`config.mk`:
```
export PLATFORM = sky130hd
export DESIGN_NAME = npi_host
export DESIGN_NICKNAME = d
export VERILOG_FILES = /design/src/npi_pkg.sv /design/src/npi_host.sv
export SDC_FILE = /design/constraint.sdc
export NUM_CORES = 1
export LEC_CHECK = 0
export ABC_AREA = 0
export BUFFER_PORTS_ARGS = -buffer_cell sky130_fd_sc_hd__buf_2
export CAP_MARGIN = 5
export CORE_UTILIZATION = 60
export DETAILED_ROUTE_END_ITERATION = 7
export GPL_TIMING_DRIVEN = 0
export PLACE_DENSITY_LB_ADDON = 0.2
export RECOVER_POWER = 25
export SLEW_MARGIN = 25
export SYNTH_ARGS = -nofsm -noshare
export SYNTH_HDL_FRONTEND = slang
export SYNTH_SLANG_ARGS = --single-unit
```
`constraint.sdc`:
```
create_clock -name sys_clk -period 3.74 [get_ports sys_clk]
set_input_delay 0.374 -clock sys_clk [delete_from_list [all_inputs] [get_ports sys_clk]]
set_output_delay 0.374 -clock sys_clk [all_outputs]
set_load 0.02 [all_outputs]
```
`src/npi_pkg.sv`:
```
// constants, carriers and state type for the nand pointer host controller
// Function
// 00h selects bytes 0-255 on x8
// 01h selects bytes 256-511 on x8
// 50h selects spare bytes 512-527 on x8
// 00h and 50h pointer settings persist
// 01h pointer lasts one operation only
// 01h written right before 80h
// 00h or 50h issued sometime before 80h
// x16 has 00h main, 50h spare only
// pointer supplies top column bits, full page
// upper lanes zero in command, address cycles
// select may drop during data transfer
// serial read keeps cle, ale low, we high
// 90h identification yields four ordered bytes
// multi-plane erase repeats setup before D0h
// replace block on program or erase fail; the code only sets fail and records the row in fail_row, with no replacement
// single-bit errors corrected by ecc; the code only keeps an xor of the data words, with no correction
// failed page copied first, block retired; the code only flags fail and records the row in fail_row
// program is 80h, four addresses, data, 10h
// status shows busy on lane 6, fail lane 0
// each read strobe returns next id byte
package npi_pkg;

	// controller register indices on the plain port
	localparam logic [3:0] REG_CMD = 4'h0;
	localparam logic [3:0] REG_ADDR = 4'h1;
	localparam logic [3:0] REG_DATA = 4'h2;
	localparam logic [3:0] REG_CTRL = 4'h3;
	localparam logic [3:0] REG_STATUS = 4'h4;
	localparam logic [3:0] REG_ID = 4'h5;
	localparam logic [3:0] REG_COLUMN = 4'h6;
	localparam logic [3:0] REG_ROW = 4'h7;
	localparam logic [3:0] REG_ECC = 4'h8;

	// control bits; bits 2..5 are write-only orders
	localparam int CTRL_X16 = 0;
	localparam int CTRL_CE_DC = 1;
	localparam int CTRL_READ = 2;
	localparam int CTRL_ID = 3;
	localparam int CTRL_WAIT = 4;
	localparam int CTRL_CE_REL = 5;

	// status bits
	localparam int ST_BUSY = 0;
	localparam int ST_RB = 1;
	localparam int ST_FAIL = 2;
	localparam int ST_READY = 3;
	localparam int ST_ORDER = 4;
	localparam int ST_AREA = 5;
	localparam int ST_ERASE = 7;
	localparam int ST_PTRSET = 10;

	// device status register lanes
	localparam int DEV_FAIL_LANE = 0;
	localparam int DEV_READY_LANE = 6;

	// device commands
	localparam logic [7:0] CMD_PTR_A = 8'h00;
	localparam logic [7:0] CMD_PTR_B = 8'h01;
	localparam logic [7:0] CMD_PTR_C = 8'h50;
	localparam logic [7:0] CMD_SERIAL_IN = 8'h80;
	localparam logic [7:0] CMD_PROG_GO = 8'h10;
	localparam logic [7:0] CMD_ERASE_SETUP = 8'h60;
	localparam logic [7:0] CMD_ERASE_GO = 8'hD0;
	localparam logic [7:0] CMD_STATUS = 8'h70;
	localparam logic [7:0] CMD_READ_ID = 8'h90;
	localparam logic [7:0] CMD_RESET = 8'hFF;

	// pointer areas and column bases
	localparam logic [1:0] AREA_A = 2'h0;
	localparam logic [1:0] AREA_B = 2'h1;
	localparam logic [1:0] AREA_C = 2'h2;
	localparam logic [9:0] BASE_B_X8 = 10'h100;
	localparam logic [9:0] BASE_C_X8 = 10'h200;
	localparam logic [9:0] BASE_C_X16 = 10'h100;
	localparam logic [2:0] PROG_ADDR_CYCLES = 3'h4;

	// timing, in ns, and derived cycle counts at sys_clk
	localparam int CLK_NS = 100;
	localparam int T_WP_NS = 40;
	localparam int T_WH_NS = 20;
	localparam int T_WHR_NS = 60;
	localparam int T_RP_NS = 40;
	localparam int T_REH_NS = 20;
	localparam int T_WB_NS = 100;
	localparam int SYNC_CYC = 2;
	localparam int WP_CYC = (T_WP_NS + CLK_NS - 1) / CLK_NS;
	localparam int WH_CYC = (T_WH_NS + CLK_NS - 1) / CLK_NS;
	localparam int WHR_CYC = (T_WHR_NS + CLK_NS - 1) / CLK_NS;
	localparam int RP_CYC = (T_RP_NS + CLK_NS - 1) / CLK_NS;
	localparam int REH_CYC = (T_REH_NS + CLK_NS - 1) / CLK_NS;
	localparam int WB_CYC = (T_WB_NS + CLK_NS - 1) / CLK_NS;
	localparam int HOLD_WR_CYC = (WHR_CYC > WH_CYC) ? WHR_CYC : WH_CYC;
	localparam int HOLD_RD_CYC = (SYNC_CYC > REH_CYC) ? SYNC_CYC : REH_CYC;

	typedef enum logic [2:0] {
		NPI_IDLE = 3'b000,
		NPI_SETUP = 3'b001,
		NPI_STROBE = 3'b010,
		NPI_HOLD = 3'b011,
		NPI_WAITB = 3'b100,
		NPI_WAITR = 3'b101
	} npi_state_type;

	typedef struct packed {
		logic ce_n;
		logic cle;
		logic ale;
		logic we_n;
		logic re_n;
		logic io_oe_n;
		logic [15:0] io_out;
	} npi_pins_out_type;

	typedef struct packed {
		logic rb_n;
		logic [15:0] io_in;
	} npi_pins_in_type;

	typedef struct packed {
		npi_state_type st;
		logic [3:0] cnt;
		logic is_rd;
		logic id_run;
		logic [1:0] id_cnt;
		npi_pins_out_type pins;
		logic rb_s1;
		logic rb_s2;
		logic [15:0] io_s1;
		logic [15:0] io_s2;
		logic [31:0] rdata;
		logic [31:0] id;
		logic [15:0] data;
		logic [15:0] ecc;
		logic [1:0] area;
		logic ptr_set;
		logic [7:0] prev_cmd;
		logic [7:0] last_cmd;
		logic [2:0] addr_cnt;
		logic [9:0] col;
		logic [23:0] row;
		logic [23:0] fail_row;
		logic [2:0] erase_cnt;
		logic x16;
		logic ce_dc;
		logic fail;
		logic ready_bit;
		logic order_err;
	} npi_reg_type;

endpackage

```
`src/npi_host.sv`:
```
// host controller driving an asynchronous nand device through its pins
module npi_host #(
	parameter int ID_BYTES = 4
) (
	// clock, reset, enable
	input wire logic sys_clk,
	input wire logic srst,
	input wire logic clk_en,
	// software port
	input wire logic [3:0] addr,
	input wire logic [31:0] wdata,
	input wire logic wr,
	input wire logic rd,
	output logic [31:0] rdata,
	// device pins
	output npi_pkg::npi_pins_out_type pins_out,
	input wire npi_pkg::npi_pins_in_type pins_in
);
	import npi_pkg::*;

	// refused at elaboration: id_cnt is two bits wide
	if (ID_BYTES < 1 || ID_BYTES > 4) begin : g_id_check
		$error("ID_BYTES must be 1 to 4");
	end

	// strobe and hold counters are four bits wide
	if (WP_CYC < 1 || WP_CYC > 16 ||
			RP_CYC < 1 || RP_CYC > 16) begin : g_strobe_check
		$error("strobe width does not fit the cycle counter");
	end

	// longer waits would need a wider cnt field
	if (HOLD_WR_CYC < 1 || HOLD_WR_CYC > 16 ||
			HOLD_RD_CYC < 1 || HOLD_RD_CYC > 16 ||
			WB_CYC < 1 || WB_CYC > 16) begin : g_hold_check
		$error("hold or busy wait does not fit the cycle counter");
	end

	localparam logic [1:0] ID_LAST = 2'(ID_BYTES - 1);
	localparam logic [3:0] WP_LAST = 4'(WP_CYC - 1);
	localparam logic [3:0] RP_LAST = 4'(RP_CYC - 1);
	localparam logic [3:0] HOLD_WR_LAST = 4'(HOLD_WR_CYC - 1);
	localparam logic [3:0] HOLD_RD_LAST = 4'(HOLD_RD_CYC - 1);
	localparam logic [3:0] WB_LAST = 4'(WB_CYC - 1);

	// pins park deselected and released until the first order
	localparam npi_pins_out_type PINS_RESET = '{
		ce_n: 1'b1, cle: 1'b0, ale: 1'b0, we_n: 1'b1, re_n: 1'b1,
		io_oe_n: 1'b1, io_out: 16'h0000};

	localparam npi_reg_type REG_RESET = '{
		st: NPI_IDLE, cnt: 4'h0, is_rd: 1'b0, id_run: 1'b0, id_cnt: 2'h0,
		pins: PINS_RESET, rb_s1: 1'b0, rb_s2: 1'b0,
		io_s1: 16'h0000, io_s2: 16'h0000, rdata: 32'h00000000,
		id: 32'h00000000, data: 16'h0000, ecc: 16'h0000,
		area: AREA_A, ptr_set: 1'b0, prev_cmd: 8'h00, last_cmd: 8'h00,
		addr_cnt: 3'h0, col: 10'h000, row: 24'h000000,
		fail_row: 24'h000000, erase_cnt: 3'h0, x16: 1'b0, ce_dc: 1'b0,
		fail: 1'b0, ready_bit: 1'b0, order_err: 1'b0};

	npi_reg_type s_q;
	npi_reg_type s_d;

	logic idle;
	logic go_write;
	logic go_read;
	logic [7:0] wbyte;
	logic [15:0] cap;
	logic [9:0] col_now;

	// an id run stays busy across its idle gaps
	assign idle = (s_q.st == NPI_IDLE) && !s_q.id_run;
	assign wbyte = wdata[7:0];
	assign cap = s_q.io_s2;

	// column the device will start from, given the current pointer
	always_comb begin
		col_now = {2'b00, wbyte};
		if (s_q.x16) begin
			if (s_q.area == AREA_C) begin
				col_now = BASE_C_X16 + {7'h00, wbyte[2:0]};
			end
		end else if (s_q.area == AREA_B) begin
			col_now = BASE_B_X8 + {2'b00, wbyte};
		end else if (s_q.area == AREA_C) begin
			col_now = BASE_C_X8 + {6'h00, wbyte[3:0]};
		end
	end

	always_comb begin
		s_d = s_q;
		go_write = 1'b0;
		go_read = 1'b0;
		s_d.rdata = 32'h00000000;

		// pins pass two flops before use
		s_d.rb_s1 = pins_in.rb_n;
		s_d.rb_s2 = s_q.rb_s1;
		s_d.io_s1 = pins_in.io_in;
		s_d.io_s2 = s_q.io_s1;

		// software reads, answered one cycle later
		if (rd) begin
			if (addr == REG_DATA) begin
				s_d.rdata = {16'h0000, s_q.data};
			end else if (addr == REG_CTRL) begin
				s_d.rdata = {30'h0, s_q.ce_dc, s_q.x16};
			end else if (addr == REG_STATUS) begin
				s_d.rdata[ST_BUSY] = !idle;
				s_d.rdata[ST_RB] = s_q.rb_s2;
				s_d.rdata[ST_FAIL] = s_q.fail;
				s_d.rdata[ST_READY] = s_q.ready_bit;
				s_d.rdata[ST_ORDER] = s_q.order_err;
				s_d.rdata[ST_AREA +: 2] = s_q.area;
				s_d.rdata[ST_ERASE +: 3] = s_q.erase_cnt;
				s_d.rdata[ST_PTRSET] = s_q.ptr_set;
			end else if (addr == REG_ID) begin
				s_d.rdata = s_q.id;
			end else if (addr == REG_COLUMN) begin
				s_d.rdata = {22'h0, s_q.col};
			end else if (addr == REG_ROW) begin
				s_d.rdata = {8'h00, s_q.fail_row};
			end else if (addr == REG_ECC) begin
				s_d.rdata = {16'h0000, s_q.ecc};
			end
		end

		// software writes; orders are refused while a cycle runs
		if (wr) begin
			if (addr == REG_CMD && idle) begin
				go_write = 1'b1;
				s_d.pins.cle = 1'b1;
				s_d.pins.io_out = {8'h00, wbyte};
				s_d.prev_cmd = wbyte;
				s_d.last_cmd = wbyte;
				s_d.addr_cnt = 3'h0;
				if (wbyte == CMD_PTR_A) begin
					s_d.area = AREA_A;
					s_d.ptr_set = 1'b1;
					s_d.ecc = 16'h0000;
				end else if (wbyte == CMD_PTR_B && !s_q.x16) begin
					s_d.area = AREA_B;
					s_d.ptr_set = 1'b1;
					s_d.ecc = 16'h0000;
				end else if (wbyte == CMD_PTR_B) begin
					s_d.order_err = 1'b1;
				end else if (wbyte == CMD_PTR_C) begin
					s_d.area = AREA_C;
					s_d.ptr_set = 1'b1;
					s_d.ecc = 16'h0000;
				end else if (wbyte == CMD_SERIAL_IN) begin
					s_d.ecc = 16'h0000;
					// second half needs 01h directly ahead
					if (s_q.area == AREA_B && s_q.prev_cmd != CMD_PTR_B) begin
						s_d.order_err = 1'b1;
					end
					if (!s_q.ptr_set) begin
						s_d.order_err = 1'b1;
					end
				end else if (wbyte == CMD_PROG_GO) begin
					if (s_q.last_cmd != CMD_SERIAL_IN ||
							s_q.addr_cnt != PROG_ADDR_CYCLES) begin
						s_d.order_err = 1'b1;
					end
					s_d.last_cmd = s_q.last_cmd;
				end else if (wbyte == CMD_ERASE_SETUP) begin
					// planes queued ahead of one confirm
					s_d.erase_cnt = s_q.erase_cnt + 3'h1;
				end else if (wbyte == CMD_ERASE_GO) begin
					if (s_q.erase_cnt == 3'h0) begin
						s_d.order_err = 1'b1;
					end
					s_d.erase_cnt = 3'h0;
				end else if (wbyte == CMD_RESET) begin
					s_d.area = AREA_A;
					s_d.erase_cnt = 3'h0;
				end
			end else if (addr == REG_ADDR && idle) begin
				go_write = 1'b1;
				s_d.pins.ale = 1'b1;
				s_d.pins.io_out = {8'h00, wbyte};
				s_d.addr_cnt = s_q.addr_cnt + 3'h1;
				if (s_q.last_cmd == CMD_ERASE_SETUP) begin
					// erase takes three row cycles and no column
					s_d.row = {wbyte, s_q.row[23:8]};
				end else if (s_q.addr_cnt == 3'h0) begin
					s_d.col = col_now;
				end else if (s_q.addr_cnt < PROG_ADDR_CYCLES) begin
					s_d.row = {wbyte, s_q.row[23:8]};
				end
			end else if (addr == REG_DATA && idle) begin
				// x8 data keeps the upper lanes at zero
				go_write = 1'b1;
				s_d.pins.io_out = s_q.x16 ? wdata[15:0] : {8'h00, wbyte};
				s_d.ecc = s_q.ecc ^ s_d.pins.io_out;
			end else if (addr == REG_CTRL) begin
				// mode bits always taken; orders only when idle
				s_d.x16 = wdata[CTRL_X16];
				s_d.ce_dc = wdata[CTRL_CE_DC];
				if (idle) begin
					if (wdata[CTRL_ID]) begin
						s_d.id_run = 1'b1;
						s_d.id_cnt = 2'h0;
						s_d.id = 32'h00000000;
						go_read = 1'b1;
					end else if (wdata[CTRL_READ]) begin
						go_read = 1'b1;
					end else if (wdata[CTRL_WAIT]) begin
						s_d.st = NPI_WAITB;
						s_d.cnt = 4'h0;
					end else if (wdata[CTRL_CE_REL]) begin
						// ends a sequential read run
						s_d.pins.ce_n = 1'b1;
					end
				end
			end else if (addr == REG_STATUS) begin
				// write one to clear; a capture in the same cycle wins
				if (wdata[ST_FAIL]) begin
					s_d.fail = 1'b0;
				end
				if (wdata[ST_ORDER]) begin
					s_d.order_err = 1'b0;
				end
			end else if (addr == REG_ECC) begin
				s_d.ecc = 16'h0000;
			end
		end

		// every write cycle selects the part and drives the lanes
		if (go_write) begin
			s_d.st = NPI_SETUP;
			s_d.is_rd = 1'b0;
			s_d.pins.ce_n = 1'b0;
			s_d.pins.io_oe_n = 1'b0;
		end

		// cycle engine
		case (s_q.st)
			NPI_IDLE: begin
				if (s_q.id_run) begin
					go_read = 1'b1;
				end
			end
			NPI_SETUP: begin
				// latches and data settle a cycle before the strobe
				s_d.st = NPI_STROBE;
				s_d.cnt = 4'h0;
				if (s_q.is_rd) begin
					s_d.pins.re_n = 1'b0;
				end else begin
					s_d.pins.we_n = 1'b0;
				end
			end
			NPI_STROBE: begin
				// one cycle at 100 ns covers the low pulse time
				if (s_q.cnt == (s_q.is_rd ? RP_LAST : WP_LAST)) begin
					s_d.pins.re_n = 1'b1;
					s_d.pins.we_n = 1'b1;
					s_d.st = NPI_HOLD;
					s_d.cnt = 4'h0;
				end else begin
					s_d.cnt = s_q.cnt + 4'h1;
				end
			end
			NPI_HOLD: begin
				if (s_q.cnt == (s_q.is_rd ? HOLD_RD_LAST : HOLD_WR_LAST)) begin
					s_d.st = NPI_IDLE;
					s_d.pins.cle = 1'b0;
					s_d.pins.ale = 1'b0;
					// select may idle high between data cycles
					if (s_q.ce_dc) begin
						s_d.pins.ce_n = 1'b1;
					end
					if (s_q.is_rd) begin
						s_d.data = s_q.x16 ? cap : {8'h00, cap[7:0]};
						if (s_q.id_run) begin
							s_d.id[8 * s_q.id_cnt +: 8] = cap[7:0];
							s_d.id_cnt = s_q.id_cnt + 2'h1;
							if (s_q.id_cnt == ID_LAST) begin
								s_d.id_run = 1'b0;
							end
						end else if (s_q.last_cmd == CMD_STATUS) begin
							s_d.ready_bit = cap[DEV_READY_LANE];
							// fail marks the block for replacement
							if (cap[DEV_FAIL_LANE] && cap[DEV_READY_LANE]) begin
								s_d.fail = 1'b1;
								s_d.fail_row = s_q.row;
							end
						end else begin
							s_d.ecc = s_d.ecc ^ s_d.data;
						end
					end
				end else begin
					s_d.cnt = s_q.cnt + 4'h1;
				end
			end
			NPI_WAITB: begin
				// busy may take up to tWB to appear
				if (s_q.cnt == WB_LAST) begin
					s_d.st = NPI_WAITR;
				end else begin
					s_d.cnt = s_q.cnt + 4'h1;
				end
			end
			NPI_WAITR: begin
				if (s_q.rb_s2) begin
					// a single-operation pointer lapses with the busy period
					s_d.st = NPI_IDLE;
					if (s_q.area == AREA_B) begin
						s_d.area = AREA_A;
					end
				end
			end
			default: begin
				s_d.st = NPI_IDLE;
			end
		endcase

		if (go_read) begin
			// serial output cycle: latches low, write strobe high
			s_d.st = NPI_SETUP;
			s_d.is_rd = 1'b1;
			s_d.pins.ce_n = 1'b0;
			s_d.pins.cle = 1'b0;
			s_d.pins.ale = 1'b0;
			s_d.pins.we_n = 1'b1;
			s_d.pins.io_oe_n = 1'b1;
		end
	end

	// clk_en low freezes every flop, the synchronisers too
	always_ff @(posedge sys_clk) begin
		if (srst) begin
			s_q <= REG_RESET;
		end else if (clk_en) begin
			s_q <= s_d;
		end
	end

	// both outputs come straight from state flops
	assign rdata = s_q.rdata;
	assign pins_out = s_q.pins;

endmodule // npi_host

```
==> flow_summary.ini, run 1 <==
[placement]
port_buffers = 88
dp_hpwl_mm = 28.0
post-place-ws_ns = 0.658
gp_congestion = 1.04
detailed_place.area_sq_mm = 0.0127

[pwr]
leakagePower_nw = 4.91
ir_worst_vdd_v = 0.000396
power.total_mw = 6.06
power.density_mw_per_mm2 = 445

[worst_setup_path]
setup.worst_path.end = s_q[24]
worst-path-max-fanout = 10
worst_setup_path_start_kind = flip-flop
worst-setup-path-type = flip-flop to flip-flop
critical_path.endpoint_type = flip-flop
cp_data_arrival_time_ns = 3.28
worst_setup_sp = s_q[245]
ff2ff_setup_slack_ns = 0.85
start_of_the_worst_register_to_register_path = s_q[245]
cp.required_ns = 4.14
timing.reg2reg.worst_path_depth = 9
worstReg2RegEnd = s_q[24]

[final_layout]
insertedDiodeCount = 0
layout-drive-gt1-share_pct = 10.7
finish.net_count = 1652
postLayoutCellArea_sq_mm = 0.0136
flow.area_growth_from_synthesis_pct = 14.0

[synth]
post-synth-top-count-cell = dfxtp_1
netlist_top_cells_area = dfxtp_1, nand2_1, a21oi_1
netlist_instances = 1465
synth_compound_area_share_pct = 20.0
synth_top_area_share_pct = 42.1
syn-cell-area_sq_mm = 0.0119
synth_simple_gate_area_share_pct = 22.5
synth_commonest_cells = dfxtp_1, nand2_1, nor2_1, a21oi_1, clkbuf_1
synth_seq_cells = 251
synthFlopType = dfxtp_1
synth_top_family_by_area = simple AND/OR/NAND/NOR gates
synth.yosys.warnings = 0
synth.mux.area_fraction_pct = 5.80
async_flop_share_pct = 0
synth_xor_xnor_area_share_pct = 0.294
seq_total_area_yosys_pct = 42.1
avgSynthCellArea_sq_um = 8.14
post_synth_num_cell_types = 76
synthesis.nets = 1535
synth.largest_area_cell = dfxtp_1
synth_fa_ha_area_share_pct = 1.26
number_of_enable_type_register_cells_in_the_synthesized_netlist = 0

[routing]
via_count = 11664
postRouteWirelength_mm = 38.8
pre_antenna_drt_iters = 6
routedWlPerCell_um = 20.8
ant_nets = 0
drt_first_iter_violations = 1397
avg_vias_per_cell = 6.25
drt_drc_violations_left = 0

[worst_hold_path]
holdCritPathClass = input port to flip-flop
hold_depth = 3

[die]
core_area_sq_mm = 0.0195
floorplan.rows = 51
chipWidth_um = 143
die_y_um = 143
start_util_pct = 61.3
floorplan.die_area_sq_mm = 0.0204
ioPinCount = 112

[timing]
layout_setup_ws_ns = 0.853
final-max-slew-violation-count = 0
final.min_clock_period_ns = 2.89
final_count_of_hold_timing_violations = 0
worst_clock_skew_ns = 0.00737
hold-worst-slack_ns = 0.0722
layout_worst_path_cycle_share_pct = 77.2
max_freq_ghz = 0.346
final-setup-viol-count = 0
totalNegativeSetupSlack_ns = 0
grt_setup_unrepaired = false
timing_worst_slew_pin_value_ns = 1.08
maxSlewHeadroom_pct = 27.9

[grt]
grt_overflow_total = 0
number_of_global_route_vias_before_repair = 10578
antenna_found_initial = 0
grt_max_degree = 16
first_pass_grt_wire_length_mm = 59.2
grt.total_usage_pct = 38.0

[clock_network]
ctsResizeCount = 0
insertion_delay_ns = 0.54
count_of_clock_tree_sinks = 251
ctsHtreeMaxLevel = 1
cts_tree = done
clock-root-buffer = clkbuf_16
cts_setup_buffers = 0
clkSlewWorstSetupHoldPaths_ns = 0.07
numCtsBuffers = 26
clk_path_buf_depth = 3
post_cts_hold_buffer_count = 0

[flow_run]
max-cap-violations = 0

[outcome]
status = complete, no violations
-- critical path, cell delays in order, from the launching register on --
cell and delay, ns:
dfxtp_1 0.38, or3_1 0.37, clkbuf_1 0.17, nor3_1 0.46
nand4_1 0.34, or2_2 0.36, clkbuf_1 0.18, clkbuf_1 0.26
nand2_1 0.14, a21oi_1 0.08
-- metal layers --
metal | GRT usage [%] | routed length [um] | up-vias
met5 | 0 | 0 | -
met4 | 20.7 | 2250 | 0
met3 | 7.41 | 4190 | 138
met2 | 58.6 | 16700 | 667
met1 | 49.9 | 15700 | 5449
li1 | - | - | 5410
-- final cells by class --
cell class,count,area [sq um]
clock buffer,36,759
tap,265,332
multi-input combinational,1021,5950
buffer,172,876
sequential,251,5020
inverter,21,78.8
timing repair buffer,89,375
clock inverter,12,204
fill,1642,5860
-- worst min path at each step --
stage,from,endpoint,slack (ns)
detailed placement,s_q[72],s_q[72],0.44
CTS,pins_in[11],s_d[195],0.08
finish,pins_in[13],s_d[197],0.07
floorplan,s_q[18],s_q[18],0.43
global route,pins_in[6],s_d[190],0.07
global placement,s_q[12],s_q[12],0.44
-- report_power, final --
group | switching (mW) | internal [mW]
clock | 1.12 | 1.77
sequential | 0.0246 | 2.70
combinational | 0.312 | 0.122
-- registers in the layout, summed over array words and instances, names as in the netlist --
name,flops
rdata,32
cap,16
s_d,17
pins_out,22
s_q,164
-- cells in the final DEF, fill, tap and decap left out, types with 6 or more instances in the layout --
cell type,synthesis,routed
buf_1,9,8
or4_1,6,6
a32o_1,8,8
a22oi_1,57,57
nor2_1,180,180
buf_2,14,46
mux2i_1,68,68
o22ai_1,9,9
nor2b_1,7,7
nand2b_1,9,9
dfxtp_1,251,251
and4_1,6,6
o21ai_0,42,42
nand4_1,24,24
nor3_1,19,18
clkbuf_16,0,27
a211oi_1,12,12
a221oi_1,7,7
o211ai_1,6,6
a31oi_1,38,38
and3_1,6,6
clkbuf_1,92,154
nand3_1,38,38
nand2_1,207,207
nor4_1,8,8
ha_1,12,12
inv_1,20,20
buf_4,57,57
a21oi_1,143,143
nand3b_1,10,10
-- cells by family after synthesis --
family,count (synthesis)
buf+inv,193
fa+ha+maj,12
compound gates,370
mux,69
simple gates,566
xor+xnor,4
flops,251
-- through the flow --
step / std cells / utilization [%]
5_1_grt: 1867 / 69.9
4_1_cts: 1867 / 70.3
2_1_floorplan: 1465 / -
3_5_place_dp: 1819 / 65.3
6_report: 1867 / 69.9
3_3_place_gp: 1818 / 65.2
No activity file was read; power rests on OpenSTA's default activity.
==> run 2, diff against run 1 <==
clock period = 2.7 ns   (was 3.74 ns; I/O delays follow)
==> run 2 against run 1 <==
Effect of this change:
- utilization increased by 0.83 points
- design area grew 1.2%
- non-clock buffer count up 10
- wire length grew 0.27%
- sequential cell count unchanged
- worst hold slack worse by 0.074 ns
- clock-buffer cell count stayed put
- via count barely moved
- clock power grew 38%
- cell count grew 0.54%
- the flow now finishes with violations (hold timing)
- sequential share of layout area decreased by 0.43 points
- critical path type is now input port to flip-flop
- combinational power increased by 42%
==> flow_summary.ini, run 2 (synthesis results as in run 1) <==
[worst_hold_path]
hold-path-endpoint = s_d[194]
worstHoldStart = pins_in[10]
hold_depth = 3
holdCritPathClass = input port to flip-flop

[die]
floorplan.rows = 51
ioPinCount = 112
core_area_sq_mm = 0.0195
floorplan.die_area_sq_mm = 0.0204
chipWidth_um = 143
die_y_um = 143
start_util_pct = 61.3

[clock_network]
clkSlewWorstSetupHoldPaths_ns = 0.07
insertion_delay_ns = 0.54
cts_tree = done
numCtsBuffers = 26
ctsHtreeMaxLevel = 1
count_of_clock_tree_sinks = 251
clk_path_buf_depth = 3
clock-root-buffer = clkbuf_16

[routing]
postRouteWirelength_mm = 38.9
ant_nets = 0
avg_vias_per_cell = 6.22
routedWlPerCell_um = 20.7
drt_first_iter_violations = 1295
pre_antenna_drt_iters = 6
via_count = 11670
drt_drc_violations_left = 0

[grt]
grt_max_degree = 20
number_of_global_route_vias_before_repair = 10630
antenna_found_initial = 0
global_route.usage.met1_pct = 50.2
grt_most_used_layer = met2
grt_overflow_total = 0
first_pass_grt_wire_length_mm = 59.5
grt_use_met2_pct = 59.0
gr_util_met3_pct = 7.58
grt.total_usage_pct = 38.2

[worst_setup_path]
worstReg2RegEnd = s_q[13]
worst-setup-path-type = input port to flip-flop
worst_setup_path_start_kind = input port
cp.required_ns = 3.17
critical_path.endpoint_type = flip-flop
cp_data_arrival_time_ns = 3.10
worst-path-max-fanout = 10
timing.reg2reg.worst_path_depth = 8
ff2ff_setup_slack_ns = 0.07
start_of_the_worst_register_to_register_path = s_q[69]

[pwr]
leakagePower_nw = 4.98
power.density_mw_per_mm2 = 610
power.total_mw = 8.40
ir_worst_vdd_v = 0.000547

[timing]
layout_worst_path_cycle_share_pct = 97.7
final-max-slew-violation-count = 0
hold-worst-slack_ns = -0.00162
timing_worst_slew_pin_value_ns = 1.06
final_count_of_hold_timing_violations = 1
final.min_clock_period_ns = 2.64
final-setup-viol-count = 0
worst_clock_skew_ns = 0.00862
grt_setup_unrepaired = true
max_freq_ghz = 0.379
layout_setup_ws_ns = 0.0631
maxSlewHeadroom_pct = 29.5

[placement]
detailed_place.area_sq_mm = 0.0127
dp_hpwl_mm = 28.0
gp_congestion = 1.04
post-place-ws_ns = -0.278
port_buffers = 88

[outcome]
status = finished with violations
violated_checks = hold timing

[final_layout]
flip_flop_count_of_the_largest_register_all_copies_and_words_added = 164
finish.net_count = 1662
insertedDiodeCount = 0
layout.cells.most_common_list = dfxtp_1, nand2_1, nor2_1, clkbuf_1, a21oi_1
layout-drive-gt1-share_pct = 11.5
top_register = s_q
fillers = 1612
layout.cells.most_common = dfxtp_1
flow.area_growth_from_synthesis_pct = 15.4
postLayoutCellArea_sq_mm = 0.0138
utilization_pct = 70.7

[flow_run]
max-cap-violations = 0
-- run 2: cell count changes in the layout (fill, tap and decap cells not counted), moves of 2 or more --
cell,change
nor3_1,-2
nor2_4,+2
buf_1,-2
dlygate4sd3_1,+11
clkbuf_2,+2
nor2_1,-3
clkbuf_1,-4
-- run 2: layout make-up --
| class | count | area [sq um] | area share, % |
|---|---|---|---|
| Timing Repair Buffer | 101 | 493 | 3.58 |
| Clock buffer | 36 | 759 | 5.52 |
| Sequential cell | 251 | 5020 | 36.5 |
| Clock inverter | 12 | 204 | 1.48 |
| Tap cell | 265 | 332 | 2.41 |
| Buffer | 170 | 876 | 6.36 |
| Multi-Input combinational cell | 1021 | 5990 | 43.6 |
| Inverter | 21 | 78.8 | 0.573 |
-- run 2: report_power, final --
group          internal (mW)  total (mW)  leakage, nW  switching [mW]
registers               3.74        3.78         2.03          0.0347
clock network           2.45        4.00        0.461            1.55
logic                  0.180       0.616         2.49           0.436
total                   6.37        8.40         4.98            2.02
-- run 2: worst max-delay path by stage --
stage / from / end / slack [ns] / cells past startpoint
final: addr[1] / rdata[9] / 0.06 / 9
after global routing: s_q[243] / s_q[96] / -0.009 / 8
after CTS: s_q[69] / s_q[24] / 0.01 / 8
after detailed placement: addr[1] / rdata[9] / -0.28 / 9
after global placement: addr[0] / rdata[26] / -0.67 / 7
after floorplan: s_q[242] / s_q[103] / 0.51 / 8
-- run 2: timing repair --
| action | in CTS | in global routing |
|---|---|---|
| setup endpoints to repair | 27 | 55 |
| resized for setup | 3 | 16 |
| setup buffers | 0 | 1 |
| endpoints found under the hold margin | 11 | 0 |
| pin swaps | 0 | 2 |
| hold buffers | 11 | 0 |
-- run 2: stage by stage --
step / hold slack (ns) / cells / TNS (ns)
6_report: -0.00162 / 1877 / 0
5_1_grt: 0.0119 / 1877 / -0.0185
4_1_cts: 0.000118 / 1877 / 0
3_5_place_dp: 0.442 / 1819 / -1.59
3_3_place_gp: 0.436 / 1818 / -8.43
2_1_floorplan: 0.417 / 1465 / 0
-- run 2: worst max-delay path, stage by stage --
cell and delay, ns:
buf_2 0.12, buf_2 0.19, nor4b_1 0.88, clkbuf_1 0.48, nand2_1 0.29, and2_1 0.21
o22ai_1 0.37, a222oi_1 0.17, nor2_1 0.13
-- run 2: metal layers --
metal,up-vias,part of all wire [%],wire [um]
met1,5455,41,15900
met2,650,43,16700
met4,0,6.0,2320
met3,142,10,4030
met5,-,0,0
li1,5423,-,-
